[config.mk]
export PLATFORM = sky130hd
export DESIGN_NAME = dual_timer_counter
export DESIGN_NICKNAME = d
export VERILOG_FILES = /design/src/dual_timer_counter.v
export VERILOG_INCLUDE_DIRS = /design/src /design/src/src
export SDC_FILE = /design/constraint.sdc
export NUM_CORES = 1
export LEC_CHECK = 0
export BUFFER_PORTS_ARGS = -buffer_cell sky130_fd_sc_hd__buf_2
export CAP_MARGIN = 20
export CORE_UTILIZATION = 45
export CTS_CLUSTER_SIZE = 8
export DETAILED_ROUTE_END_ITERATION = 10
export GPL_TIMING_DRIVEN = 0
export HOLD_SLACK_MARGIN = 0.12
export MAX_ROUTING_LAYER = met4
export PLACE_DENSITY = 0.71
export SYNTH_ARGS = -nofsm -noshare
export SYNTH_HDL_FRONTEND = slang
export SYNTH_SLANG_ARGS = --single-unit
[constraint.sdc]
create_clock -name i_clk_sys -period 3.65 [get_ports i_clk_sys]
set_clock_uncertainty 0.1 [all_clocks]
set_input_delay 0.365 -clock i_clk_sys [delete_from_list [all_inputs] [get_ports i_clk_sys]]
set_output_delay 0.365 -clock i_clk_sys [all_outputs]
set_load 0.01 [all_outputs]
[src/dual_timer_defs.vh]
// constants for the dual timer/counter block
`ifndef DUAL_TIMER_DEFS_VH
`define DUAL_TIMER_DEFS_VH

// ==========================================================
// special function register addresses
`define ADDR_POWER_CONTROL   8'h87
`define ADDR_TIMER_CONTROL   8'h88
`define ADDR_TIMER_MODE      8'h89
`define ADDR_LOW_UNIT_ZERO   8'h8A
`define ADDR_LOW_UNIT_ONE    8'h8B
`define ADDR_HIGH_UNIT_ZERO  8'h8C
`define ADDR_HIGH_UNIT_ONE   8'h8D

// ==========================================================
// timer control register fields
`define TIMER_CONTROL_REGISTER_OVF_ONE         7
`define TIMER_CONTROL_REGISTER_RUN_ONE         6
`define TIMER_CONTROL_REGISTER_OVF_ZERO        5
`define TIMER_CONTROL_REGISTER_RUN_ZERO        4

// ==========================================================
// timer mode register fields, per unit nibble
`define TIMER_MODE_REGISTER_GATE            3
`define TIMER_MODE_REGISTER_CT              2
`define MODE_13BIT           2'h0
`define MODE_16BIT           2'h1
`define MODE_RELOAD          2'h2
`define MODE_SPLIT           2'h3

// ==========================================================
// power control fields
`define POWER_CONTROL_DOUBLE          7
`define POWER_CONTROL_STOP            1
`define POWER_CONTROL_IDLE            0

// ==========================================================
// reset values and timing
`define RESET_BYTE           8'h00
`define MACHINE_CYCLE_CLKS   12
`define PRESCALE_LAST        4'hB

`endif

[src/dual_timer_counter.v]
// two 16-bit timer/counter units with power control register
`timescale 1ns/1ps
`include "dual_timer_defs.vh"

// Functional notes
// - two independent 16-bit timer/counter units
// - timer advances once per 12 clocks
// - counter advances on count input falling edge
// - edge recognition spans two machine cycles
// - run bits start units, control bits 6,4
// - mode 00 is 13 bits, mode 01 16
// - mode 10 reloads low byte from high
// - unit one mode 11 holds its value
// - unit zero mode 11 splits into bytes
// - stop bit halts timers until external interrupt
// - idle halts flash only, bits 6:2 unused
// - overflow sets flag, software or service clears
// - select bit one counts edges, zero times
// - mode register nibbles: unit one high
// - gate set counts gating edges while running
module dual_timer_counter (
    // clock and reset
    input  wire       i_clk_sys,
    input  wire       i_rst_n,
    // special function register port
    input  wire [7:0] i_sfr_addr,
    input  wire [7:0] i_sfr_wdata,
    input  wire       i_sfr_we,
    input  wire       i_sfr_re,
    output reg  [7:0] o_sfr_rdata,
    // external pins
    input  wire       i_count_input_unit_zero,
    input  wire       i_count_input_unit_one,
    input  wire       i_gate_unit_zero,
    input  wire       i_gate_unit_one,
    // interrupt service and wake events
    input  wire       i_irq_ack_unit_zero,
    input  wire       i_irq_ack_unit_one,
    input  wire       i_ext_irq,
    input  wire       i_int_irq,
    // status outputs
    output wire       o_overflow_flag_unit_zero,
    output wire       o_overflow_flag_unit_one,
    output wire       o_flash_hold,
    output wire       o_periph_stop
);

    // ======================================================
    // registers
    reg [7:0] low_count_byte_unit_zero_reg;
    reg [7:0] high_count_byte_unit_zero_reg;
    reg [7:0] low_count_byte_unit_one_reg;
    reg [7:0] high_count_byte_unit_one_reg;
    reg [7:0] timer_mode_register_reg;
    reg [7:0] timer_control_register_reg;
    reg [7:0] power_control_reg;
    reg [3:0] prescale_reg;

    wire [3:0] pins;
    reg  [3:0] sync1_reg;
    reg  [3:0] sync2_reg;
    reg  [3:0] sync3_reg;
    reg  [3:0] level_reg;
    reg  [3:0] sample_reg;
    wire [3:0] fall;

    wire       mc_tick;
    wire       stop;
    wire [1:0] mode_zero;
    wire [1:0] mode_one;
    wire       split;
    wire       run_bit_unit_zero;
    wire       run_bit_unit_one;
    wire       src_zero;
    wire       src_one;
    wire       evt_zero;
    wire       evt_one;
    wire       evt_high;
    reg [16:0] adv_zero;
    reg [16:0] adv_one;
    reg [7:0]  low_zero_next;
    reg [7:0]  high_zero_next;
    reg        ovf_zero_set;
    reg        ovf_one_set;
    wire       wr_timer_control_register;

    // ======================================================
    // one counting step for modes 00, 01 and 10
    function [16:0] advance;
        input [15:0] v;
        input [1:0]  m;
        reg   [12:0] c13;
        reg   [16:0] r;
        begin
            c13 = {v[15:8], v[4:0]} + 13'h0001;
            r   = {1'b0, v};
            case (m)
                `MODE_13BIT: begin
                    r = {(&{v[15:8], v[4:0]}), c13[12:5],
                         3'h0, c13[4:0]};
                end
                `MODE_16BIT: begin
                    r = {1'b0, v} + 17'h00001;
                end
                `MODE_RELOAD: begin
                    if (&v[7:0]) begin
                        r = {1'b1, v[15:8], v[15:8]};
                    end else begin
                        r = {1'b0, v[15:8], v[7:0] + 8'h01};
                    end
                end
                default: begin
                    r = {1'b0, v};
                end
            endcase
            advance = r;
        end
    endfunction

    // ======================================================
    // machine cycle prescaler, frozen while stopped
    assign stop    = power_control_reg[`POWER_CONTROL_STOP];
    assign mc_tick = (prescale_reg == `PRESCALE_LAST);

    always @(posedge i_clk_sys or negedge i_rst_n) begin
        if (!i_rst_n) begin
            prescale_reg <= 4'h0;
        end else if (stop) begin
            prescale_reg <= prescale_reg;
        end else if (mc_tick) begin
            prescale_reg <= 4'h0;
        end else begin
            prescale_reg <= prescale_reg + 4'h1;
        end
    end

    // ======================================================
    // pin synchronisers and per-machine-cycle edge sampling
    assign pins = {i_gate_unit_one, i_gate_unit_zero,
                   i_count_input_unit_one, i_count_input_unit_zero};

    genvar gi;
    generate
        for (gi = 0; gi < 4; gi = gi + 1) begin : g_pin
            always @(posedge i_clk_sys or negedge i_rst_n) begin
                if (!i_rst_n) begin
                    sync1_reg[gi]  <= 1'b1;
                    sync2_reg[gi]  <= 1'b1;
                    sync3_reg[gi]  <= 1'b1;
                    level_reg[gi]  <= 1'b1;
                    sample_reg[gi] <= 1'b1;
                end else begin
                    sync1_reg[gi] <= pins[gi];
                    sync2_reg[gi] <= sync1_reg[gi];
                    sync3_reg[gi] <= sync2_reg[gi];
                    // a change counts only once two stages agree
                    if (sync2_reg[gi] == sync3_reg[gi]) begin
                        level_reg[gi] <= sync3_reg[gi];
                    end
                    // sampled once a machine cycle, so a level
                    // held shorter than that may be missed
                    if (mc_tick) begin
                        sample_reg[gi] <= level_reg[gi];
                    end
                end
            end
            // high in one sample, low in the next: two cycles
            assign fall[gi] = mc_tick & sample_reg[gi]
                              & ~level_reg[gi];
        end
    endgenerate

    // ======================================================
    // count event selection per unit
    assign mode_zero = timer_mode_register_reg[1:0];
    assign mode_one  = timer_mode_register_reg[5:4];
    assign split     = (mode_zero == `MODE_SPLIT);
    assign run_bit_unit_zero =
        timer_control_register_reg[`TIMER_CONTROL_REGISTER_RUN_ZERO];
    assign run_bit_unit_one =
        timer_control_register_reg[`TIMER_CONTROL_REGISTER_RUN_ONE];

    // gate set: gating edges; else select bit picks source
    assign src_zero =
        timer_mode_register_reg[`TIMER_MODE_REGISTER_GATE] ? fall[2] :
        timer_mode_register_reg[`TIMER_MODE_REGISTER_CT]   ? fall[0] :
        mc_tick;
    assign src_one =
        timer_mode_register_reg[4 + `TIMER_MODE_REGISTER_GATE] ? fall[3] :
        timer_mode_register_reg[4 + `TIMER_MODE_REGISTER_CT]   ? fall[1] :
        mc_tick;

    // run bits start the units; stop freezes both
    assign evt_zero = ~stop & run_bit_unit_zero & src_zero;
    // in split mode unit one loses its run bit to the high byte
    assign evt_one  = ~stop & (mode_one != `MODE_SPLIT)
                      & (split | run_bit_unit_one) & src_one;
    assign evt_high = ~stop & split & run_bit_unit_one
                      & mc_tick;

    // ======================================================
    // next count values and overflow events
    always @* begin
        adv_zero = advance({high_count_byte_unit_zero_reg,
                            low_count_byte_unit_zero_reg}, mode_zero);
        adv_one  = advance({high_count_byte_unit_one_reg,
                            low_count_byte_unit_one_reg}, mode_one);
        low_zero_next  = low_count_byte_unit_zero_reg;
        high_zero_next = high_count_byte_unit_zero_reg;
        ovf_zero_set   = 1'b0;
        ovf_one_set    = 1'b0;
        if (split) begin
            // two independent 8-bit counters
            if (evt_zero) begin
                low_zero_next = low_count_byte_unit_zero_reg + 8'h01;
                ovf_zero_set  = &low_count_byte_unit_zero_reg;
            end
            if (evt_high) begin
                high_zero_next = high_count_byte_unit_zero_reg + 8'h01;
                ovf_one_set    = &high_count_byte_unit_zero_reg;
            end
        end else if (evt_zero) begin
            low_zero_next  = adv_zero[7:0];
            high_zero_next = adv_zero[15:8];
            ovf_zero_set   = adv_zero[16];
        end
        if (!split && evt_one) begin
            ovf_one_set = adv_one[16];
        end
    end

    // ======================================================
    // register writes and counting
    assign wr_timer_control_register = i_sfr_we & (i_sfr_addr == `ADDR_TIMER_CONTROL);

    always @(posedge i_clk_sys or negedge i_rst_n) begin
        if (!i_rst_n) begin
            low_count_byte_unit_zero_reg  <= `RESET_BYTE;
            high_count_byte_unit_zero_reg <= `RESET_BYTE;
            low_count_byte_unit_one_reg   <= `RESET_BYTE;
            high_count_byte_unit_one_reg  <= `RESET_BYTE;
            timer_mode_register_reg       <= `RESET_BYTE;
            timer_control_register_reg    <= `RESET_BYTE;
            power_control_reg             <= `RESET_BYTE;
        end else begin
            // software write wins over a count in the same cycle
            if (i_sfr_we && i_sfr_addr == `ADDR_LOW_UNIT_ZERO) begin
                low_count_byte_unit_zero_reg <= i_sfr_wdata;
            end else begin
                low_count_byte_unit_zero_reg <= low_zero_next;
            end
            if (i_sfr_we && i_sfr_addr == `ADDR_HIGH_UNIT_ZERO) begin
                high_count_byte_unit_zero_reg <= i_sfr_wdata;
            end else begin
                high_count_byte_unit_zero_reg <= high_zero_next;
            end
            if (i_sfr_we && i_sfr_addr == `ADDR_LOW_UNIT_ONE) begin
                low_count_byte_unit_one_reg <= i_sfr_wdata;
            end else if (evt_one) begin
                low_count_byte_unit_one_reg <= adv_one[7:0];
            end
            if (i_sfr_we && i_sfr_addr == `ADDR_HIGH_UNIT_ONE) begin
                high_count_byte_unit_one_reg <= i_sfr_wdata;
            end else if (evt_one) begin
                high_count_byte_unit_one_reg <= adv_one[15:8];
            end
            if (i_sfr_we && i_sfr_addr == `ADDR_TIMER_MODE) begin
                timer_mode_register_reg <= i_sfr_wdata;
            end

            // control byte; flags: hardware set beats any clear
            if (wr_timer_control_register) begin
                timer_control_register_reg <= i_sfr_wdata;
            end
            if (ovf_one_set) begin
                timer_control_register_reg[`TIMER_CONTROL_REGISTER_OVF_ONE] <= 1'b1;
            end else if (wr_timer_control_register) begin
                timer_control_register_reg[`TIMER_CONTROL_REGISTER_OVF_ONE] <=
                    i_sfr_wdata[`TIMER_CONTROL_REGISTER_OVF_ONE];
            end else if (i_irq_ack_unit_one) begin
                timer_control_register_reg[`TIMER_CONTROL_REGISTER_OVF_ONE] <= 1'b0;
            end
            if (ovf_zero_set) begin
                timer_control_register_reg[`TIMER_CONTROL_REGISTER_OVF_ZERO] <= 1'b1;
            end else if (wr_timer_control_register) begin
                timer_control_register_reg[`TIMER_CONTROL_REGISTER_OVF_ZERO] <=
                    i_sfr_wdata[`TIMER_CONTROL_REGISTER_OVF_ZERO];
            end else if (i_irq_ack_unit_zero) begin
                timer_control_register_reg[`TIMER_CONTROL_REGISTER_OVF_ZERO] <= 1'b0;
            end

            // power control; unused bits never store
            if (i_sfr_we && i_sfr_addr == `ADDR_POWER_CONTROL) begin
                power_control_reg <= {i_sfr_wdata[`POWER_CONTROL_DOUBLE],
                                      5'h00, i_sfr_wdata[1:0]};
            end else begin
                if (i_ext_irq) begin
                    power_control_reg[`POWER_CONTROL_STOP] <= 1'b0;
                end
                if (i_int_irq) begin
                    power_control_reg[`POWER_CONTROL_IDLE] <= 1'b0;
                end
            end
        end
    end

    // ======================================================
    // registered read port, one cycle after the strobe
    always @(posedge i_clk_sys or negedge i_rst_n) begin
        if (!i_rst_n) begin
            o_sfr_rdata <= 8'h00;
        end else if (i_sfr_re) begin
            case (i_sfr_addr)
                `ADDR_POWER_CONTROL:  o_sfr_rdata <= power_control_reg;
                `ADDR_TIMER_CONTROL:
                    o_sfr_rdata <= timer_control_register_reg;
                `ADDR_TIMER_MODE:
                    o_sfr_rdata <= timer_mode_register_reg;
                `ADDR_LOW_UNIT_ZERO:
                    o_sfr_rdata <= low_count_byte_unit_zero_reg;
                `ADDR_HIGH_UNIT_ZERO:
                    o_sfr_rdata <= high_count_byte_unit_zero_reg;
                `ADDR_LOW_UNIT_ONE:
                    o_sfr_rdata <= low_count_byte_unit_one_reg;
                `ADDR_HIGH_UNIT_ONE:
                    o_sfr_rdata <= high_count_byte_unit_one_reg;
                default:              o_sfr_rdata <= 8'h00;
            endcase
        end
    end

    // ======================================================
    // status outputs; unit zero reload with unit one in 13/16
    // bit mode is left to software
    assign o_overflow_flag_unit_zero =
        timer_control_register_reg[`TIMER_CONTROL_REGISTER_OVF_ZERO];
    assign o_overflow_flag_unit_one =
        timer_control_register_reg[`TIMER_CONTROL_REGISTER_OVF_ONE];
    assign o_flash_hold  = power_control_reg[`POWER_CONTROL_STOP]
                           | power_control_reg[`POWER_CONTROL_IDLE];
    assign o_periph_stop = power_control_reg[`POWER_CONTROL_STOP];

endmodule // dual_timer_counter

Word level (Yosys, flattened, before mapping)
Index checks and enable logic that the tools add are counted.
- bits in registers: 83
- latch bits: 0
- memory bits (writable): 0
- bits in read-only memories: 0
- bits of input ports: 28
- output and inout bits: 12
- word-level logic and storage cells: 154
- memories kept: 0
- add/sub/neg operators: 8
- $mul: 0
- div/mod/pow operators: 0
- magnitude comparators: 0
- eq/ne operators: 21
- shift-type cells: 0
- muxes and demuxes: 37
- bitwise operators: 24
- reductions and logical operators: 31
- operators with widths (operator ; number):
    $pmux W17 S3 ; 2
    $mux W8 ; 12
    $eq A8 B8 Y1 const B ; 7
    $pmux W8 S7 ; 1
    $add A16 B1 Y17 const B ; 2
    $mux W17 ; 2
    $add A13 B1 Y13 const B ; 2
    $reduce_and A13 Y1 ; 2
    $add A8 B1 Y8 const B ; 3
    $reduce_and A8 Y1 ; 3
    $mux W1 ; 18
    $and A1 B1 Y1 ; 17
    $reduce_bool A3 Y1 ; 4
    $reduce_bool A2 Y1 ; 5
    $reduce_bool A4 Y1 ; 2
    $logic_and A1 B1 Y1 ; 7
    $eq A2 B2 Y1 const B ; 3
    $not A1 Y1 ; 5
    $reduce_bool A5 Y1 ; 1
    $add A4 B1 Y4 const B ; 1
    $eq A1 B1 Y1 ; 4
    $eq A2 B1 Y1 const B ; 2
    $eq A4 B4 Y1 const B ; 1
    $logic_not A2 Y1 ; 2
    other kinds (10) ; 13

Logic depth before layout (Yosys ltp)
- depth in word-level cells: 9
- gate-level depth with buffers: 9
- gate-level depth less buffers: 8

Least setup slack after synthesis
No wires, ideal clock.
- kind: register -> register
- start: register sample_reg[1]
- end: register low_count_byte_unit_one_reg[1]
- library setup time: 121 ps
- arrival: 1825 ps
- required time: 3429 ps
- setup slack: 1604 ps
- stages on the path, launching flop included: 7
- path buffers: 0
- cells stage by stage: dfstp_2 > or2b_2 > a221oi_4 > nand3_1 > a221o_1 > o211ai_1 > nand2_1
- cells in the longest elaborated chain, start to end: 7
- RTL lines (what ; RTL line ; RTL):
    start, declared ; dual_timer_counter.v:64 ; reg [3:0] sample_reg;
    start signal, assigned by index ; dual_timer_counter.v:163 ; sample_reg[gi] <= level_reg[gi];
    $and A1 B1 Y1 ; dual_timer_counter.v:168 ; assign fall[gi] = mc_tick & sample_reg[gi]
    $and A1 B1 Y1 ; dual_timer_counter.v:169 ; & ~level_reg[gi];
    $mux W1 ; dual_timer_counter.v:190 ; timer_mode_register_reg[4 + `TIMER_MODE_REGISTER_CT] ? fall[1] :
    $mux W1 ; dual_timer_counter.v:189 ; timer_mode_register_reg[4 + `TIMER_MODE_REGISTER_GATE] ? fall[3] :
    $and A1 B1 Y1 ; dual_timer_counter.v:196 ; assign evt_one = ~stop & (mode_one != `MODE_SPLIT)
    $reduce_bool A2 Y1 (no source line) ; - ;
    $reduce_and A2 Y1 (no source line) ; - ;
    end signal, assigned ; dual_timer_counter.v:240 ; low_count_byte_unit_one_reg <= `RESET_BYTE;
    end signal, assigned ; dual_timer_counter.v:258 ; low_count_byte_unit_one_reg <= i_sfr_wdata;
    end signal, assigned ; dual_timer_counter.v:260 ; low_count_byte_unit_one_reg <= adv_one[7:0];
    end, declared ; dual_timer_counter.v:52 ; reg [7:0] low_count_byte_unit_one_reg;
Every way passes these cells.
A chain may end at the register's enable or synchronous reset.

Worst setup path in the final report
- start: register low_count_byte_unit_zero_reg[0]
- end: register low_count_byte_unit_zero_reg[7]
- cells in the longest elaborated chain, start to end: 6
- elaborated cells between the ends (all ways): 9
- classes of those cells: add/sub: 2; mux: 6; reduce/logical: 1
- RTL lines (what ; RTL line ; RTL):
    start, declared ; dual_timer_counter.v:50 ; reg [7:0] low_count_byte_unit_zero_reg;
    start signal, assigned ; dual_timer_counter.v:238 ; low_count_byte_unit_zero_reg <= `RESET_BYTE;
    start signal, assigned ; dual_timer_counter.v:248 ; low_count_byte_unit_zero_reg <= i_sfr_wdata;
    start signal, assigned ; dual_timer_counter.v:250 ; low_count_byte_unit_zero_reg <= low_zero_next;
    $add A8 B1 Y8 or $reduce_and A8 Y1 (tied branches) ; dual_timer_counter.v:109, dual_timer_counter.v:215, dual_timer_counter.v:106 ;
    $mux W17 ; dual_timer_counter.v:106 ; if (&v[7:0]) begin
    $pmux W17 S3 ; dual_timer_counter.v:97 ; case (m)
    $mux W8 ; dual_timer_counter.v:222 ; end else if (evt_zero) begin
    $mux W8 (*) ; dual_timer_counter.v:212 ; if (split) begin
    $mux W8 (*) ; dual_timer_counter.v:247 ; if (i_sfr_we && i_sfr_addr == `ADDR_LOW_UNIT_ZERO) begin
Every way passes the cells marked *; elsewhere a longest branch is shown, timed or not. The select of a mux whose other input is x is not followed.

==> flow_metrics.py <==
metrics = {
    "status": {
        "status": "completed",
    },
    "yosys": {
        "synthFlopType": "dfrtp_1",
        "yosys.area.top_type": "dfrtp_1",
        "ys_ff_latch": 83,
        "ys_warn_count": 0,
        "synth-async-reset-ratio_pct": 100,
        "synth_top_area_share_pct": 30.2,
        "postSynthCellCount": 546,
        "synth_edf_count": 0,
        "synth_cell_types": 79,
        "syn_nets": 583,
        "syn_area_um2": 5220,
        "synth_area_leaders": "dfrtp_1, dfstp_2, nand2_1",
        "yosysSeqAreaShare_pct": 40.3,
        "syn_avg_cell_area_um2": 9.55,
    },
    "sta": {
        "hold_viol": 0,
        "max_freq_mhz": 414,
        "finalSetupViolCount": 0,
        "finalCritPeriodShare_pct": 66.1,
        "period_needed_ns": 2.41,
        "worstMarginPinSlew_ns": 1.02,
        "slew_viol_final": 0,
        "rsz0062_at_grt": "false",
        "setup_tns_ns": 0,
        "slew_headroom_pct": 31.7,
    },
    "power": {
        "p_switching_w": 0.000880,
        "total_power_w": 0.00272,
        "leakagePower_nw": 2.42,
        "clockPowerShare_pct": 34.3,
        "powerDensity_nw_per_um2": 456,
        "p_int_w": 0.00184,
        "max-vdd-ir-drop_mv": 0.434,
        "swShare_pct": 32.4,
        "seqPwrFrac_pct": 42.9,
        "combPwrFrac_pct": 22.8,
    },
    "finish": {
        "layout_commonest_cell": "nand2_1",
        "diodes": 0,
        "final_cell_mix": "nand2_1, dfrtp_1, buf_2, o21ai_0, nor2_1",
        "area_growth_syn_to_layout_pct": 14.2,
        "final_nets": 637,
        "finalNonFillerCells": 745,
        "drive_above_1_share_pct": 23.5,
    },
    "clocking": {
        "clockBufferDepth": 2,
        "clk_pin_slew_ns": 0.07,
        "root_buffer": "clkbuf_16",
        "cts_num_sinks": 83,
        "insertion_delay_ns": 0.35,
        "cts_htree_levels": 3,
        "cts_tree": "built",
        "numCtsBuffers": 9,
    },
    "critical_path": {
        "critical_path.max_fanout": 7,
        "cp.required_ns": 3.83,
        "end_kind": "flip-flop",
        "arrival_ns": 2.59,
        "reg2reg_slack_ns": 1.24,
        "crit_chain": "ha_1, nand4_1, nor4b_2, nand2_1, o211ai_1, o21ai_0, o21ai_1",
        "cpMaxStageDelayCell": "nor4b_2",
        "cp-start-kind": "flip-flop",
        "cp_slowest_stage_delay_ns": 0.69,
        "path_class": "reg2reg",
    },
    "place": {
        "dpl.cell_count": 724,
        "place_hpwl_mm": 10.9,
        "place.gp.congestion": 0.914,
        "io_buffer_count": 37,
    },
    "die": {
        "rows": 38,
        "fp.dieW_um": 110,
        "die_h_um": 110,
        "ioPinCount": 40,
        "core-area_um2": 11100,
        "die_area_um2": 12000,
        "initial_utilization_pct": 47.1,
    },
    "drt": {
        "post_drt_via_cell_ratio": 6.16,
        "num_vias": 4592,
        "ant_nets": 0,
        "drc_errors": 0,
        "first_iter_violations": 405,
        "wl_mm": 15.0,
        "drt_first_pass_iters": 5,
        "wl_per_cell_um": 20.1,
    },
    "run": {
        "drv_cap": 0,
    },
    "global_routing": {
        "grt_usage_pct": 27.6,
        "grt_pass1_wl_mm": 23.7,
        "grt_pass1_vias": 4433,
        "grt_max_degree": 47,
        "overflow": 0,
        "antenna_found_initial": 0,
    },
    "hold_path": {
        "hp-class": "in2reg",
    },
}
## power by group through the flow
stage	combinational (W)	sequential [W]	clock, W
floorplan	0.000450	0.00114	0
global placement	0.000585	0.00117	0
detailed placement	0.000609	0.00118	0
CTS	0.000618	0.00116	0.000948
global route	0.000685	0.00118	0.000985
finish	0.000620	0.00117	0.000932
## stage by stage
stage / utilization [%] / hold WS [ns] / cell area, µm² / setup WS, ns
after global placement: 50.3 / 0.245 / 5580 / 1.23
after floorplan: - / -0.0306 / 5220 / 1.60
after detailed placement: 50.6 / 0.247 / 5610 / 1.21
after global routing: 53.8 / 0.193 / 5960 / 1.02
final: 53.8 / 0.173 / 5960 / 1.24
after CTS: 53.8 / 0.168 / 5960 / 1.28
## layout make-up
type	instances	area, µm²
Clock inverter	6	52.6
Clock buffer	10	250
Tap cell	140	175
Inverter	23	86.3
Fill cell	995	5120
Multi-Input combinational cell	410	2870
Buffer	30	158
Timing Repair Buffer	43	265
Sequential cell	83	2100
## critical path, delay by kind of cell (launching register included)
| family | cells | cell delay (ns) |
|---|---|---|
| AOI/OAI and AO/OA | 3 | 0.38 |
| DFF | 1 | 0.46 |
| adders and majority gates | 1 | 0.28 |
| and+or+nand+nor | 3 | 1.13 |
## repair_timing
| action | in CTS | in global routing |
|---|---|---|
| endpoints found under the setup margin | 0 | 0 |
| gates resized for setup | 0 | 0 |
| endpoints found under the hold margin | 25 | 0 |
| hold buffers | 5 | 0 |
| buffers inserted | 0 | 0 |
## synthesized netlist by cell type, types with 8 or more instances
| cell type | n |
|---|---|
| nand3_1 | 17 |
| xnor2_1 | 13 |
| dfrtp_1 | 63 |
| mux4_2 | 8 |
| nand2_1 | 65 |
| and3_1 | 8 |
| xor2_1 | 9 |
| nor3_1 | 11 |
| clkbuf_1 | 14 |
| o21ai_0 | 39 |
| dfstp_2 | 20 |
| buf_2 | 10 |
| o21ai_1 | 8 |
| o22ai_1 | 14 |
| nand4_1 | 10 |
| ha_1 | 9 |
| a21oi_1 | 26 |
| mux2_2 | 16 |
| nor2_1 | 39 |
| inv_1 | 23 |
## per-layer routing
metal  track usage [%]  up-vias  wire length, µm
li1                  -     2142                -
met1              36.1     2210             6440
met2              41.2      213             6820
met3              7.41       27             1400
met4              9.52        0              292
met5                 -        -                0
## final timing paths
kind | to | start | depth (start not counted)
max in group asynchronous | level_reg[1]$_DFFE_PN1N_ | i_rst_n | 3
setup / recovery | low_count_byte_unit_zero_reg[7]$_DFFE_PN0P_ | low_count_byte_unit_zero_reg[0]$_DFFE_PN0P_ | 7
hold / removal | power_control_reg[0]$_DFFE_PN0P_ | i_int_irq | 3
setup reg to reg | low_count_byte_unit_zero_reg[7]$_DFFE_PN0P_ | low_count_byte_unit_zero_reg[0]$_DFFE_PN0P_ | 7
min in group asynchronous | high_count_byte_unit_zero_reg[2]$_DFFE_PN0P_ | i_rst_n | 2
hold reg to reg | sync2_reg[1]$_DFF_PN1_ | sync1_reg[1]$_DFF_PN1_ | 0
## cells by family after synthesis
family | after synthesis | synth area share (%)
buf+inv | 53 | 4.68
fa+ha+maj | 13 | 2.93
mux | 29 | 7.87
compound gates | 148 | 19.4
flops | 83 | 40.3
simple gates | 198 | 21.2
xor+xnor | 22 | 3.69
Note: power is estimated with default switching activity, not from simulation.
